$ cat src/design/pme_wake_pkg.sv
package pme_wake_pkg;
  // ==========================================================
  // Register map
  localparam logic [7:0] ADDR_STATUS_LOW  = 8'hf3;
  localparam logic [7:0] ADDR_STATUS_HIGH = 8'hf4;
  localparam logic [7:0] ADDR_ENABLE_LOW  = 8'hf6;
  localparam logic [7:0] ADDR_ENABLE_HIGH = 8'hf7;
  localparam logic [7:0] ADDR_ROUTE_SEL   = 8'hfe;
  localparam logic [7:0] ADDR_GPIN_STATUS = 8'hf8;
  localparam logic [7:0] ADDR_IRQ_MASK    = 8'hf9;
  localparam logic [7:0] ADDR_IRQ_STATUS  = 8'hfa;

  // ==========================================================
  // Reset values and writable bits
  localparam logic [7:0] RESET_ZERO       = 8'h00;
  localparam logic [7:0] MASK_LOW_GROUP   = 8'h7f;
  localparam logic [7:0] MASK_HIGH_GROUP  = 8'h3f;
  localparam logic [7:0] MASK_ROUTE       = 8'h77;
  localparam logic [7:0] MASK_GPIN        = 8'h07;
  localparam logic [7:0] MASK_IRQ         = 8'h03;

  // ==========================================================
  // Field positions
  localparam int ROUTE_PSW_LSB = 4;
  localparam int ROUTE_PME_LSB = 0;
  localparam int IRQ_BIT_PME   = 0;
  localparam int IRQ_BIT_PSW   = 1;
  localparam int LOW_GROUP_W   = 7;
  localparam int HIGH_GROUP_W  = 6;
  localparam int GPIN_W        = 3;
  localparam int IRQ_W         = 2;
  localparam int REG_W         = 8;
  localparam int HIGH_WDOG_BIT = 2;
endpackage

$ cat src/design/sync_edge.sv
`timescale 1ns/10ps
// ==========================================================
// Two-flop synchroniser, pulse when pin leaves its idle level
module sync_edge
  import pme_wake_pkg::*;
#(
  parameter bit IDLE_HIGH = 1'b0
) (
  // Clock and reset
  input  wire logic clk_sys,
  input  wire logic arst_n,
  // Data
  input  wire logic async_in,
  output logic      rise_pulse
);
  logic meta_reg, meta_next;
  logic sync_reg, sync_next;
  logic last_reg, last_next;
  logic rise_reg, rise_next;

  always_comb begin
    meta_next = async_in;
    sync_next = meta_reg;
    last_next = sync_reg;
    rise_next = (sync_reg ^ IDLE_HIGH) & ~(last_reg ^ IDLE_HIGH);
  end

  always_ff @(posedge clk_sys or negedge arst_n) begin
    if (!arst_n) begin
      meta_reg <= IDLE_HIGH;
      sync_reg <= IDLE_HIGH;
      last_reg <= IDLE_HIGH;
      rise_reg <= 1'b0;
    end else begin
      meta_reg <= meta_next;
      sync_reg <= sync_next;
      last_reg <= last_next;
      rise_reg <= rise_next;
    end
  end

  assign rise_pulse = rise_reg;
endmodule // sync_edge

$ cat src/design/sticky_group.sv
`timescale 1ns/10ps
// ==========================================================
// Sticky write-one-to-clear flags, set wins over clear
module sticky_group
  import pme_wake_pkg::*;
#(
  parameter int WIDTH = 8
) (
  // Clock and reset
  input  wire logic             clk_sys,
  input  wire logic             arst_n,
  // Events and clear
  input  wire logic [WIDTH-1:0] set_pulse,
  input  wire logic             clear_wr,
  input  wire logic [WIDTH-1:0] clear_bits,
  // Flags
  output logic      [WIDTH-1:0] flags
);
  if (WIDTH < 1 || WIDTH > REG_W) begin : g_bad_width
    $error("sticky_group WIDTH out of range");
  end

  logic [WIDTH-1:0] flag_reg, flag_next;

  always_comb begin
    flag_next = flag_reg;
    if (clear_wr) begin
      flag_next = flag_next & ~clear_bits;
    end
    flag_next = flag_next | set_pulse;
  end

  always_ff @(posedge clk_sys or negedge arst_n) begin
    if (!arst_n) begin
      flag_reg <= '0;
    end else begin
      flag_reg <= flag_next;
    end
  end

  assign flags = flag_reg;
endmodule // sticky_group

$ cat src/design/pme_wake_event_router.sv
`timescale 1ns/10ps
// What this block does
// - Enable-low bits 6..4 gate port C, mouse, keyboard
// - Enable-low bits 3..0 gate printer, floppy, A, B
// - Enable-high bits 5..3 gate F, E, monitor
// - Enable-high bits 2..0 gate watchdog, D, ring
// - Route bits 6..4 send inputs 27..25 to switch
// - Route bits 2..0 send inputs 27..25 to wake
// - Route register resets to zero
// - Enable-low register resets to zero
// - Enable-high resets zero, bits 7..6 reserved
// - Status bits record events, write one clears
module pme_wake_event_router
  import pme_wake_pkg::*;
(
  // Clock and reset
  input  wire logic       clk_sys,
  input  wire logic       arst_n,
  // Register port
  input  wire logic [7:0] reg_addr,
  input  wire logic [7:0] reg_wdata,
  input  wire logic       reg_wr,
  input  wire logic       reg_rd,
  output logic      [7:0] reg_rdata,
  // Peripheral events, level high = request, except watchdog_timeout_n where low = request
  input  wire logic       serial_port_a_irq,
  input  wire logic       serial_port_b_irq,
  input  wire logic       serial_port_c_irq,
  input  wire logic       serial_port_d_irq,
  input  wire logic       serial_port_e_irq,
  input  wire logic       serial_port_f_irq,
  input  wire logic       keyboard_controller_irq,
  input  wire logic       mouse_irq,
  input  wire logic       printer_port_irq,
  input  wire logic       floppy_controller_irq,
  input  wire logic       hardware_monitor_irq,
  input  wire logic       watchdog_timeout_n,
  input  wire logic       ring_indicate_b,
  // General-purpose input pins
  input  wire logic       gen_input_25,
  input  wire logic       gen_input_26,
  input  wire logic       gen_input_27,
  // Outputs to chipset
  output logic            pme_n,
  output logic            power_switch_output_n,
  output logic            irq
);
  // ==========================================================
  // Elaboration checks on field layout
  if (LOW_GROUP_W < 1 || LOW_GROUP_W >= REG_W) begin : g_bad_low
    $error("low group does not fit below its reserved bit");
  end
  if (HIGH_GROUP_W < 1 || HIGH_GROUP_W > REG_W - 2) begin : g_bad_high
    $error("high group does not fit below its reserved bits");
  end
  if (ROUTE_PME_LSB + GPIN_W > ROUTE_PSW_LSB) begin : g_bad_route
    $error("wake and switch route fields overlap");
  end
  if (ROUTE_PSW_LSB + GPIN_W > REG_W) begin : g_bad_route_top
    $error("switch route field exceeds register");
  end
  if (HIGH_WDOG_BIT >= HIGH_GROUP_W) begin : g_bad_wdog
    $error("watchdog bit outside high group");
  end
  if (IRQ_BIT_PME == IRQ_BIT_PSW) begin : g_bad_irq
    $error("interrupt source bits collide");
  end
  if (IRQ_BIT_PME >= IRQ_W || IRQ_BIT_PSW >= IRQ_W) begin : g_bad_irq_w
    $error("interrupt source bit outside status width");
  end

  // ==========================================================
  // Synchronise and detect event edges
  logic [LOW_GROUP_W-1:0]  low_raw;
  logic [HIGH_GROUP_W-1:0] high_raw;
  logic [GPIN_W-1:0]       gpin_raw;
  logic [LOW_GROUP_W-1:0]  low_evt;
  logic [HIGH_GROUP_W-1:0] high_evt;
  logic [GPIN_W-1:0]       gpin_evt;

  assign low_raw  = {serial_port_c_irq, mouse_irq, keyboard_controller_irq,
                     printer_port_irq, floppy_controller_irq,
                     serial_port_a_irq, serial_port_b_irq};
  // Watchdog pin idles high; its synchroniser detects the fall
  assign high_raw = {serial_port_f_irq, serial_port_e_irq, hardware_monitor_irq,
                     watchdog_timeout_n, serial_port_d_irq, ring_indicate_b};
  assign gpin_raw = {gen_input_27, gen_input_26, gen_input_25};

  genvar gi;
  generate
    for (gi = 0; gi < LOW_GROUP_W; gi++) begin : g_low
      sync_edge u_sync (
        .clk_sys    (clk_sys),
        .arst_n     (arst_n),
        .async_in   (low_raw[gi]),
        .rise_pulse (low_evt[gi])
      );
    end
    for (gi = 0; gi < HIGH_GROUP_W; gi++) begin : g_high
      sync_edge #(.IDLE_HIGH(gi == HIGH_WDOG_BIT)) u_sync (
        .clk_sys    (clk_sys),
        .arst_n     (arst_n),
        .async_in   (high_raw[gi]),
        .rise_pulse (high_evt[gi])
      );
    end
    for (gi = 0; gi < GPIN_W; gi++) begin : g_gpin
      sync_edge u_sync (
        .clk_sys    (clk_sys),
        .arst_n     (arst_n),
        .async_in   (gpin_raw[gi]),
        .rise_pulse (gpin_evt[gi])
      );
    end
  endgenerate

  // ==========================================================
  // Control registers
  logic [7:0] enable_low_reg,  enable_low_next;
  logic [7:0] enable_high_reg, enable_high_next;
  logic [7:0] route_reg,       route_next;
  logic [7:0] irq_mask_reg,    irq_mask_next;

  always_comb begin
    enable_low_next  = enable_low_reg;
    enable_high_next = enable_high_reg;
    route_next       = route_reg;
    irq_mask_next    = irq_mask_reg;
    if (reg_wr) begin
      unique case (reg_addr)
        ADDR_ENABLE_LOW:  enable_low_next  = reg_wdata & MASK_LOW_GROUP;
        ADDR_ENABLE_HIGH: enable_high_next = reg_wdata & MASK_HIGH_GROUP;
        ADDR_ROUTE_SEL:   route_next       = reg_wdata & MASK_ROUTE;
        ADDR_IRQ_MASK:    irq_mask_next    = reg_wdata & MASK_IRQ;
        default: ;
      endcase
    end
  end

  always_ff @(posedge clk_sys or negedge arst_n) begin
    if (!arst_n) begin
      enable_low_reg  <= RESET_ZERO;
      enable_high_reg <= RESET_ZERO;
      route_reg       <= RESET_ZERO;
      irq_mask_reg    <= RESET_ZERO;
    end else begin
      enable_low_reg  <= enable_low_next;
      enable_high_reg <= enable_high_next;
      route_reg       <= route_next;
      irq_mask_reg    <= irq_mask_next;
    end
  end

  // ==========================================================
  // Status clear strobe decode
  logic clr_status_low;
  logic clr_status_high;
  logic clr_status_gpin;
  logic clr_status_irq;

  always_comb begin
    clr_status_low  = reg_wr && (reg_addr == ADDR_STATUS_LOW);
    clr_status_high = reg_wr && (reg_addr == ADDR_STATUS_HIGH);
    clr_status_gpin = reg_wr && (reg_addr == ADDR_GPIN_STATUS);
    clr_status_irq  = reg_wr && (reg_addr == ADDR_IRQ_STATUS);
  end

  // ==========================================================
  // Sticky status flags
  logic [LOW_GROUP_W-1:0]  status_low;
  logic [HIGH_GROUP_W-1:0] status_high;
  logic [GPIN_W-1:0]       status_gpin;
  logic [IRQ_W-1:0]        status_irq;
  logic [IRQ_W-1:0]        irq_evt;
  logic                    wake_level;
  logic                    psw_level;
  logic                    wake_last_reg, wake_last_next;
  logic                    psw_last_reg,  psw_last_next;

  sticky_group #(.WIDTH(LOW_GROUP_W)) u_status_low (
    .clk_sys    (clk_sys),
    .arst_n     (arst_n),
    .set_pulse  (low_evt),
    .clear_wr   (clr_status_low),
    .clear_bits (reg_wdata[LOW_GROUP_W-1:0]),
    .flags      (status_low)
  );

  sticky_group #(.WIDTH(HIGH_GROUP_W)) u_status_high (
    .clk_sys    (clk_sys),
    .arst_n     (arst_n),
    .set_pulse  (high_evt),
    .clear_wr   (clr_status_high),
    .clear_bits (reg_wdata[HIGH_GROUP_W-1:0]),
    .flags      (status_high)
  );

  sticky_group #(.WIDTH(GPIN_W)) u_status_gpin (
    .clk_sys    (clk_sys),
    .arst_n     (arst_n),
    .set_pulse  (gpin_evt),
    .clear_wr   (clr_status_gpin),
    .clear_bits (reg_wdata[GPIN_W-1:0]),
    .flags      (status_gpin)
  );

  // ==========================================================
  // Output decision
  logic [LOW_GROUP_W-1:0]  low_hit;
  logic [HIGH_GROUP_W-1:0] high_hit;
  logic [GPIN_W-1:0]       gpin_pme_hit;
  logic [GPIN_W-1:0]       gpin_psw_hit;

  always_comb begin
    low_hit      = status_low  & enable_low_reg[LOW_GROUP_W-1:0];
    high_hit     = status_high & enable_high_reg[HIGH_GROUP_W-1:0];
    gpin_pme_hit = status_gpin & route_reg[ROUTE_PME_LSB +: GPIN_W];
    gpin_psw_hit = status_gpin & route_reg[ROUTE_PSW_LSB +: GPIN_W];
    wake_level   = (|low_hit) | (|high_hit) | (|gpin_pme_hit);
    psw_level    = |gpin_psw_hit;
  end

  always_comb begin
    wake_last_next       = wake_level;
    psw_last_next        = psw_level;
    irq_evt              = '0;
    irq_evt[IRQ_BIT_PME] = wake_level & ~wake_last_reg;
    irq_evt[IRQ_BIT_PSW] = psw_level & ~psw_last_reg;
  end

  sticky_group #(.WIDTH(IRQ_W)) u_status_irq (
    .clk_sys    (clk_sys),
    .arst_n     (arst_n),
    .set_pulse  (irq_evt),
    .clear_wr   (clr_status_irq),
    .clear_bits (reg_wdata[IRQ_W-1:0]),
    .flags      (status_irq)
  );

  // ==========================================================
  // Output and read-back registers
  logic       pme_n_reg, pme_n_next;
  logic       psw_n_reg, psw_n_next;
  logic       irq_reg,   irq_next;
  logic [7:0] rdata_reg, rdata_next;
  logic [7:0] status_low_word;
  logic [7:0] status_high_word;
  logic [7:0] status_gpin_word;
  logic [7:0] status_irq_word;

  always_comb begin
    status_low_word                    = RESET_ZERO;
    status_high_word                   = RESET_ZERO;
    status_gpin_word                   = RESET_ZERO;
    status_irq_word                    = RESET_ZERO;
    status_low_word[LOW_GROUP_W-1:0]   = status_low;
    status_high_word[HIGH_GROUP_W-1:0] = status_high;
    status_gpin_word[GPIN_W-1:0]       = status_gpin;
    status_irq_word[IRQ_W-1:0]         = status_irq;
  end

  always_comb begin
    pme_n_next = ~wake_level;
    psw_n_next = ~psw_level;
    irq_next   = |(status_irq & irq_mask_reg[IRQ_W-1:0]);
    rdata_next = RESET_ZERO;
    if (reg_rd) begin
      unique case (reg_addr)
        ADDR_STATUS_LOW:  rdata_next = status_low_word;
        ADDR_STATUS_HIGH: rdata_next = status_high_word;
        ADDR_ENABLE_LOW:  rdata_next = enable_low_reg;
        ADDR_ENABLE_HIGH: rdata_next = enable_high_reg;
        ADDR_ROUTE_SEL:   rdata_next = route_reg;
        ADDR_GPIN_STATUS: rdata_next = status_gpin_word;
        ADDR_IRQ_MASK:    rdata_next = irq_mask_reg;
        ADDR_IRQ_STATUS:  rdata_next = status_irq_word;
        default:          rdata_next = RESET_ZERO;
      endcase
    end
  end

  always_ff @(posedge clk_sys or negedge arst_n) begin
    if (!arst_n) begin
      pme_n_reg     <= 1'b1;
      psw_n_reg     <= 1'b1;
      irq_reg       <= 1'b0;
      rdata_reg     <= RESET_ZERO;
      wake_last_reg <= 1'b0;
      psw_last_reg  <= 1'b0;
    end else begin
      pme_n_reg     <= pme_n_next;
      psw_n_reg     <= psw_n_next;
      irq_reg       <= irq_next;
      rdata_reg     <= rdata_next;
      wake_last_reg <= wake_last_next;
      psw_last_reg  <= psw_last_next;
    end
  end

  assign pme_n                 = pme_n_reg;
  assign power_switch_output_n = psw_n_reg;
  assign irq                   = irq_reg;
  assign reg_rdata             = rdata_reg;
endmodule // pme_wake_event_router

$ cat config.mk
export PLATFORM = sky130hd
export DESIGN_NAME = pme_wake_event_router
export DESIGN_NICKNAME = d
export VERILOG_FILES = /design/src/design/pme_wake_pkg.sv /design/src/design/sync_edge.sv /design/src/design/sticky_group.sv /design/src/design/pme_wake_event_router.sv
export SDC_FILE = /design/constraint.sdc
export NUM_CORES = 1
export LEC_CHECK = 0
export BUFFER_PORTS_ARGS = -buffer_cell sky130_fd_sc_hd__buf_2
export CORE_AREA = 2 2 98 81
export DETAILED_ROUTE_END_ITERATION = 10
export DIE_AREA = 0 0 100 83
export PLACE_DENSITY = 0.86
export SYNTH_ARGS = -nofsm -noshare
export SYNTH_HDL_FRONTEND = slang
export SYNTH_HIERARCHICAL = 1
export SYNTH_SLANG_ARGS = --single-unit
$ cat constraint.sdc
create_clock -name clk_sys -period 4.6 [get_ports clk_sys]
set_clock_uncertainty 0.2 [all_clocks]
set_input_delay 0.46 -clock clk_sys [delete_from_list [all_inputs] [get_ports clk_sys]]
set_output_delay 0.46 -clock clk_sys [all_outputs]
set_load 0.1 [all_outputs]
==> results of run 1 <==
==> through the flow <==
stage	power (mW)	cells	hold WS, ns	setup WS (ns)	util, %
after global placement	1.27	414	0.132	2.28	62.3
after floorplan	1.21	289	-0.0356	2.66	-
after CTS	2.57	463	0.000819	2.47	72.8
after detailed placement	1.27	414	0.135	2.22	62.3
final	2.55	463	0.0177	2.50	72.8
after global routing	2.64	463	0.0143	2.46	72.8
==> power by group through the flow <==
stage          combinational (mW)  sequential [mW]  clock, mW
6_report                    0.175             1.09       1.28
5_1_grt                     0.188             1.10       1.36
4_1_cts                     0.175             1.09       1.30
3_5_place_dp                0.163             1.11          0
3_3_place_gp                0.160             1.11          0
2_1_floorplan              0.0686             1.14          0
==> routing by layer <==
| metal | up-vias | wire length [um] | share of wire [%] |
|---|---|---|---|
| met3 | 12 | 653 | 8.2 |
| met1 | 1302 | 3470 | 43 |
| met2 | 111 | 3790 | 47 |
| met5 | - | 0 | 0 |
| li1 | 1182 | - | - |
| met4 | 0 | 89 | 1.1 |
==> path summary, 6_finish.rpt <==
| check | depth (start not counted) | slack (ns) | end | from |
|---|---|---|---|---|
| setup / recovery | 1 | 2.50 | pme_n | pme_n$_DFF_PN1_ |
| hold / removal | 2 | 0.02 | enable_low_reg[6]$_DFFE_PN0P_ | reg_wdata[6] |
| setup reg to reg | 5 | 2.77 | u_status_irq/flags[0]$_DFF_PN0_ | u_status_low/flags[5]$_DFF_PN0_ |
| hold reg to reg | 0 | 0.15 | g_high[0].u_sync/last_next$_DFF_PN0_ | g_high[0].u_sync/meta_reg$_DFF_PN0_ |
| max in group asynchronous | 3 | 2.76 | reg_rdata[2]$_DFF_PN0_ | arst_n |
| min in group asynchronous | 2 | 0.42 | g_high[5].u_sync/meta_reg$_DFF_PN0_ | arst_n |
==> cells by family (layout without fill, tap and decap cells) <==
group                  Yosys count  after routing
DFF                            115            115
and+or+nand+nor                 82             82
muxes                           27             27
buffers and inverters           12             96
AOI/OAI and AO/OA               52             52
other                            1              1
==> cells in the final DEF, fill, tap and decap left out, types with 5 or more instances in the layout <==
| master | count |
|---|---|
| dlygate4sd3_1 | 17 |
| clkbuf_16 | 16 |
| nand2_1 | 24 |
| mux2_2 | 19 |
| dfstp_2 | 5 |
| dfrtp_1 | 110 |
| nor2_1 | 7 |
| a21o_1 | 18 |
| mux2_4 | 6 |
| nor2b_4 | 16 |
| nand3_1 | 5 |
| buf_2 | 43 |
| a31oi_1 | 8 |
| a22o_1 | 7 |
==> cell type report <==
class	count	area share (%)
clock buffers	20	8.58
repair buffers	62	7.55
inverters	2	0.142
multi-input cells	162	24.6
clock inverters	12	2.69
flip-flops and latches	115	54.4
well taps	90	2.12
==> repair_timing <==
| item | 4_1_cts | 5_1_grt |
|---|---|---|
| hold buffers | 17 | 0 |
| endpoints found under the hold margin | 86 | 0 |
| gates resized for setup | 0 | 0 |
==> results.toml, run 1 <==
[clock_tree]
cts-htree-levels = 4
clock-sinks = 115
cts_buffers = 17
clk_pin_slew_ns = 0.06
cts_tree = "built"
post_cts_buffers = 0
clkLatencyLatePin_ns = 0.51
cts_buffer_depth = 2
root_buffer = "clkbuf_8"

[global_route]
grt_use_met2_pct = 32.0
grt_pass1_wl_um = 13400
antenna_found_initial = 0
grt_util_met1_pct = 29.2
grt_use_total_pct = 21.6
grtUsageMet3_pct = 7.83
overflow = 0
grt_max_degree = 77
grt_pass1_vias = 2670
top_usage_layer = "met2"

[job]
drv_cap = 0

[worst_setup_path]
cpMaxStageDelayCell = "dfstp_2"
crit_family = "flip-flops"
cp_max_fo = 1
worst_setup_path_start_kind = "register"
max_stage_delay_ns = 0.52
cp_cell_sequence = "buf_2"
critical_path_arrival_ns = 1.44
endpoint_kind = "output pin"
path_buf_inv = 1
required_ns = 3.94
worstSetupPathType = "register to output pin"

[synthesis]
synthCells = 289
ys_top_cells_by_count = "dfrtp_1, nand2_1, mux2_2"
ys_types = 43
synth_top_family_by_area = "simple AND/OR/NAND/NOR gates"
synth.area.top_cells = "dfrtp_1, nor2b_4, mux2_2"
synth_xor_area_share_pct = 0
post-synth-top-count-cell = "dfrtp_1"
syn_nets = 325
synthAdderAreaFrac_pct = 0
syn_avg_cell_area_um2 = 14.7
ys_seq_elements = 115
synth_top_area_share_pct = 64.7
synth_simple_gate_area_share_pct = 13.4
synth-edff-count = 0
netlist_area_mm2 = 0.00426
ys_warn_count = 6
seq_area_frac_synth_pct = 67.8
synth-main-ff-cell = "dfrtp_1"
postSynth.asyncResetShare_pct = 100
synth_compound_area_share_pct = 9.49
muxShareOfSynthArea_pct = 7.61
synth_top_area_cell = "dfrtp_1"

[power]
seqPwrFrac_pct = 42.9
sw_frac_of_total_pct = 23.4
ir_drop_uv = 373
p_int_mw = 1.95
p_per_area_mw_per_mm2 = 481
p_leak_nw = 2.42
p_sw_uw = 596
p_comb_share_pct = 6.8
power_frac_clock_pct = 50.3

[placed_design]
numPortBuffers = 44
dp_hpwl_um = 5140
dpl_cell_area_mm2 = 0.00454
gp_congestion = 0.900

[final_layout]
design_area_mm2 = 0.00531
final_nets = 396
seq_area_mm2 = 0.00288
n_antenna_cell = 0
n_fill_cell = 480
multiInputGateArea_mm2 = 0.00130
synthToLayoutAreaGrowth_pct = 24.6
drive_above_1_share_pct = 34.0

[die]
core-area_mm2 = 0.00729
rows = 28
die-height_um = 83
die_area_mm2 = 0.00830
pin_count = 47
initial_utilization_pct = 58.4
die_w_um = 100

[timing]
setup_viol = 0
maxSlewViolCount = 0
finalHoldViolations = 0
fin_setup_tns_ns = 0
max_clock_freq_mhz = 475
rsz0062_at_grt = "no"
fin_crit_ns = 2.10
relSlewSlack_pct = 38.2
worst_pin_slew_ns = 0.926
period_share_pct = 45.8

[route]
postRouteAntennaNets = 0
drtIter0Drc = 141
avgViaCountPerCell = 5.63
finalWirelength_um = 8000
vias = 2607
drc_errors = 0
wire_per_inst_um = 17.3
drt-pass1-iter-count = 5

[hold_path]
hold_path.class = "input port to register"

[run_status]
outcome = "finished, final reports clean"
No activity file was read; power rests on OpenSTA's default activity.
==> inputs of run 2 (changes only) <==
Settings changed: CORE_AREA 2 2 98 81 to 2 2 105 86, DIE_AREA 0 0 100 83 to 0 0 107 88, PLACE_DENSITY 0.86 to 0.81.
Clock period 4.6 ns to 1.75 ns, I/O delays scaled along.
==> run 2 against run 1 <==
  * Worst hold slack better by 0.055 ns
  * Register-to-register slack worse by 2.7 ns
  * Critical path depth up 4
  * Die area up 13%
  * Combinational power rose to 3.2 times the previous value
  * Critical endpoint is now u_status_irq/flags[0]$_DFF_PN0_
  * Largest power group unchanged
  * Total power rose to 2.6 times the previous value
  * Largest cell class unchanged
  * Sequential power rose to 2.6 times the previous value
==> results.toml, run 2 (synthesis gave the netlist of run 1 again) <==
[run_status]
outcome = "finished, final reports clean"

[die]
rows = 30
die_w_um = 107
initial_utilization_pct = 50.9
die-height_um = 88
pin_count = 47
die_area_mm2 = 0.00942
core-area_mm2 = 0.00837

[power]
p_leak_nw = 2.66
seqPwrFrac_pct = 43.6
power_frac_clock_pct = 47.9
ir_drop_uv = 782
finalPower_mw = 6.59
sw_frac_of_total_pct = 24.3
p_per_area_mw_per_mm2 = 1140
p_sw_mw = 1.60
p_int_mw = 4.99
p_comb_share_pct = 8.5

[clock_tree]
cts_tree = "built"
cts-htree-levels = 4
root_buffer = "clkbuf_8"
clkLatencyLatePin_ns = 0.50
cts_buffers = 17
clk_pin_slew_ns = 0.05
clock-sinks = 115
post_cts_buffers = 0
cts_buffer_depth = 2

[placed_design]
dp_hpwl_um = 5960
placedCellCount = 475
numPortBuffers = 44
gp_congestion = 0.946
dpl_cell_area_mm2 = 0.00489

[timing]
setup_viol = 0
max_clock_freq_mhz = 582
period_share_pct = 98.2
maxSlewViolCount = 0
fin_crit_ns = 1.72
whs_ns = 0.0724
fin_setup_tns_ns = 0
finalHoldViolations = 0

[global_route]
grt_pass1_vias = 2931
antenna_found_initial = 0
grt_pass1_wl_um = 14900
overflow = 0
grt_use_total_pct = 21.4
grt_max_degree = 43

[hold_path]
hold_start = "reg_addr[2]"
hold_depth = 4
hold_path.class = "input port to register"
min_to = "reg_rdata[6]$_DFF_PN0_"

[worst_setup_path]
worst_setup_path_start_kind = "register"
r2r_setup_slack_ns = 0.03
rr_worst_depth = 5
critical_path_arrival_ns = 1.91
cp_max_fo = 2
rr_endpoint = "u_status_irq/flags[0]$_DFF_PN0_"
endpoint_kind = "register"
required_ns = 1.94
worstSetupPathType = "register to register"
r2r-start = "u_status_low/flags[5]$_DFF_PN0_"
startpoint = "u_status_low/flags[5]$_DFF_PN0_"

[final_layout]
n_antenna_cell = 0
final_cells = 537
layout.cells.most_common_list = "dfrtp_1, buf_2, buf_4"
layout_commonest_cell = "dfrtp_1"
drive_above_1_share_pct = 40.5
n_fill_cell = 583
final_nets = 448
synthToLayoutAreaGrowth_pct = 35.9
design_area_mm2 = 0.00579

[route]
finalWirelength_um = 9240
avgViaCountPerCell = 5.15
drtIter0Drc = 203
vias = 2763
wire_per_inst_um = 17.2
drc_errors = 0
postRouteAntennaNets = 0
drt-pass1-iter-count = 4

[job]
drv_cap = 0
-- run 2: changes by cell type in the layout (fill, tap and decap cells not counted), sizes merged --
cell,delta
clkinv,+1
buf,+38
bufinv,-1
inv,+1
dlygate4sd3,+13
-- run 2: repair_timing --
| action | 4_1_cts | 5_1_grt |
|---|---|---|
| resized for setup | 2 | 9 |
| hold buffers | 30 | 0 |
| pin swaps | 0 | 1 |
| endpoints found under the setup margin | 2 | 23 |
| endpoints found under the hold margin | 177 | 0 |
-- run 2: power groups by stage --
stage                     Sequential (mW)  Clock (mW)  Combinational [mW]
final                                2.87        3.15               0.560
after global routing                 2.89        3.37               0.600
after CTS                            2.87        3.24               0.556
after detailed placement             2.92           0               0.492
after global placement               2.91           0               0.483
after floorplan                      3.00           0               0.180
-- run 2: worst max path at each step --
| stage | cells after the start | to | slack [ns] |
|---|---|---|---|
| 2_1_floorplan | 6 | u_status_low/flags[4]$_DFF_PN0_ | 0.09 |
| 3_3_place_gp | 6 | enable_high_reg[1]$_DFFE_PN0P_ | -0.007 |
| 3_5_place_dp | 7 | u_status_high/flags[1]$_DFF_PN0_ | -0.02 |
| 4_1_cts | 5 | u_status_irq/flags[0]$_DFF_PN0_ | 0.01 |
| 5_1_grt | 7 | route_reg[1]$_DFFE_PN0P_ | -0.001 |
| 6_report | 5 | u_status_irq/flags[0]$_DFF_PN0_ | 0.03 |
-- run 2: area by class of cell --
cell class,count,area (um^2),share of cell area [%]
Timing Repair Buffer,114,868,15.0
Sequential cell,115,2880,49.8
Multi-Input combinational cell,162,1330,23.0
Tap cell,112,140,2.42
Clock inverter,13,123,2.12
Inverter,2,7.51,0.130
Clock buffer,19,432,7.46
-- run 2: worst max-delay path, cell delays in order, from the launching register on --
cell and delay, ns:
dfrtp_1 0.37, a22o_1 0.23, a221oi_1 0.31, and4_1 0.30, nor2_1 0.06, a21o_1 0.14
-- run 2: stage by stage --
step | setup slack (ns) | utilization, %
3_3_place_gp | -0.00687 | 58.5
6_report | 0.0316 | 69.1
3_5_place_dp | -0.0160 | 58.5
5_1_grt | -0.00128 | 69.1
2_1_floorplan | 0.0905 | -
4_1_cts | 0.0128 | 68.7
-- run 2: layer usage --
| layer | wire length (um) | vias up | track usage [%] |
|---|---|---|---|
| met1 | 4090 | 1373 | 27.5 |
| met2 | 4540 | 99 | 34.7 |
| met3 | 516 | 13 | 7.51 |
| met5 | 0 | - | 0 |
| met4 | 102 | 0 | 6.97 |
| li1 | - | 1278 | - |
==> inputs of run 3 (changes only) <==
==> constraint.sdc (replaced) <==
create_clock -name clk_sys -period 1.75 [get_ports clk_sys]
set_clock_uncertainty 0.2 [all_clocks]
set_input_delay 0.2625 -clock clk_sys [delete_from_list [all_inputs] [get_ports clk_sys]]
set_output_delay 0.2625 -clock clk_sys [all_outputs]
set_load 0.1 [all_outputs]
==> run 3 against run 2 <==
  * Global-route usage rose by 0.49 points
  * Worst hold slack gained 0.010 ns
  * Non-clock buffer count decreased by 1
  * Cell area decreased by 0.91%
  * Maximum frequency grew 0.67%
  * Routed wire length fell by 2.6%
  * Clock power decreased by 3%
  * Utilization fell by 0.63 points
  * Combinational power about the same
  * Total power fell by 1.7%
  * Register-to-register slack barely moved
  * Critical path type unchanged
  * Largest cell class unchanged
==> results.toml, run 3 (synthesis gave the netlist of run 1 again) <==
[global_route]
top_usage_layer = "met2"
grt_use_total_pct = 21.9
grt_pass1_vias = 3005
grt_pass1_wl_um = 15100
grt_use_met2_pct = 36.0
overflow = 0
grt_max_degree = 41
antenna_found_initial = 0
grt_util_met1_pct = 28.3
grtUsageMet3_pct = 6.18

[worst_setup_path]
max_stage_delay_ns = 0.40
crit_family = "compound AO/OA/AOI/OAI gates"
critical_path_arrival_ns = 1.89
path_depth = 5
cp_max_fo = 3
required_ns = 1.94
rr_worst_depth = 5
cpMaxStageDelayCell = "dfrtp_1"
cp_cell_sequence = "a22o_1 -> a221oi_1 -> and4_1 -> nor2_1 -> a21o_1"
path_buf_inv = 0
endpoint_kind = "register"
worst_setup_path_start_kind = "register"
worstSetupPathType = "register to register"

[placed_design]
dp_slack_ns = -0.116
dp_hpwl_um = 6050
gp_congestion = 0.934
numPortBuffers = 44

[job]
drv_cap = 0

[timing]
setup_viol = 0
whs_ns = 0.0828
finalHoldViolations = 0
rsz0062_at_grt = "no"
max_clock_freq_mhz = 586
fin_setup_tns_ns = 0
period_share_pct = 97.5
fin_ws_ns = 0.0429
fin_crit_ns = 1.71
maxSlewViolCount = 0

[clock_tree]
cts_tree = "built"
root_buffer = "clkbuf_8"
clk_pin_slew_ns = 0.06
cts_buffers = 17
clkLatencyLatePin_ns = 0.50
clock-sinks = 115
cts-htree-levels = 4
cts_buffer_depth = 2
post_cts_buffers = 0

[power]
p_comb_share_pct = 8.7
p_sw_mw = 1.59
seqPwrFrac_pct = 44.4
sw_frac_of_total_pct = 24.6
ir_drop_uv = 842
power_frac_clock_pct = 46.9
p_int_mw = 4.88
p_per_area_mw_per_mm2 = 1130
p_leak_nw = 2.64

[hold_path]
hold_depth = 5
hold_path.class = "input port to register"

[final_layout]
synthToLayoutAreaGrowth_pct = 34.7
final_nets = 447
layout.cells.most_common_list = "dfrtp_1, buf_4, buf_2"
layout_commonest_cell = "dfrtp_1"
n_antenna_cell = 0
n_fill_cell = 549
drive_above_1_share_pct = 40.3

[die]
initial_utilization_pct = 50.9
rows = 30
pin_count = 47
die_area_mm2 = 0.00942
die_w_um = 107
die-height_um = 88
core-area_mm2 = 0.00837

[route]
wire_per_inst_um = 16.8
drt-pass1-iter-count = 5
drtIter0Drc = 158
postRouteAntennaNets = 0
drc_errors = 0
finalWirelength_um = 9000
vias = 2779
avgViaCountPerCell = 5.18

[run_status]
outcome = "finished, final reports clean"
## run 3: cell types whose count changed in the layout (fill, tap and decap cells not counted), sizes merged
cell / delta
buf: +3
inv: -1
clkinvlp: +2
dlygate4sd3: -4
bufinv: -1
## run 3: power by group through the flow
stage / combinational, mW / clock, mW / sequential [mW]
floorplan: 0.180 / 0 / 3.00
global placement: 0.487 / 0 / 2.91
detailed placement: 0.499 / 0 / 2.92
CTS: 0.565 / 3.10 / 2.88
global route: 0.607 / 3.23 / 2.89
finish: 0.563 / 3.04 / 2.88
## run 3: layout make-up
| class | count | area (um^2) | area share [%] |
|---|---|---|---|
| repair buffers | 113 | 846 | 14.8 |
| flip-flops and latches | 115 | 2880 | 50.3 |
| inverters | 2 | 7.51 | 0.131 |
| multi-input cells | 162 | 1320 | 22.9 |
| clock buffers | 19 | 442 | 7.70 |
| clock inverters | 13 | 98.8 | 1.72 |
| well taps | 112 | 140 | 2.44 |
## run 3: worst paths after layout
path                                                     startpoint                                    to  slack (ns)
worst min-delay path                                    reg_addr[0]                reg_rdata[1]$_DFF_PN0_        0.08
worst max register to register             route_reg[2]$_DFFE_PN0P_       u_status_irq/flags[0]$_DFF_PN0_        0.04
worst max-delay path                       route_reg[2]$_DFFE_PN0P_       u_status_irq/flags[0]$_DFF_PN0_        0.04
max in group asynchronous                                    arst_n       power_switch_output_n$_DFF_PN1_        0.21
min in group asynchronous                                    arst_n   g_high[4].u_sync/meta_reg$_DFF_PN0_        0.52
worst min register to register  g_high[1].u_sync/meta_reg$_DFF_PN0_  g_high[1].u_sync/last_next$_DFF_PN0_        0.15
## run 3: layer usage
metal  share of wire (%)  routed length (um)  vias up
met3                 5.3                 475       12
met1                  44                3970     1390
met2                  49                4440       99
li1                    -                   -     1278
met5                   0                   0        -
met4                 1.3                 114        0
## run 3: metrics by stage
stage	power [mW]	area, um^2	util (%)	cells
floorplan	3.18	4260	-	289
global placement	3.40	4900	58.6	478
detailed placement	3.42	4900	58.6	478
CTS	6.54	5720	68.4	536
global route	6.72	5730	68.5	536
finish	6.48	5730	68.5	536
## run 3: repair_timing
item                                   4_1_cts  5_1_grt
gates resized for setup                      5        2
setup endpoints to repair                    3        6
endpoints found under the hold margin      175        8
pin swaps                                    0        1
hold buffers                                26        1
## run 3: worst reg2reg max path: cells and delay by family, from the launching register on
kind | cells | cell delay (ns)
AO/OA/AOI/OAI | 3 | 0.63
AND/OR/NAND/NOR | 2 | 0.36
flip-flops | 1 | 0.40
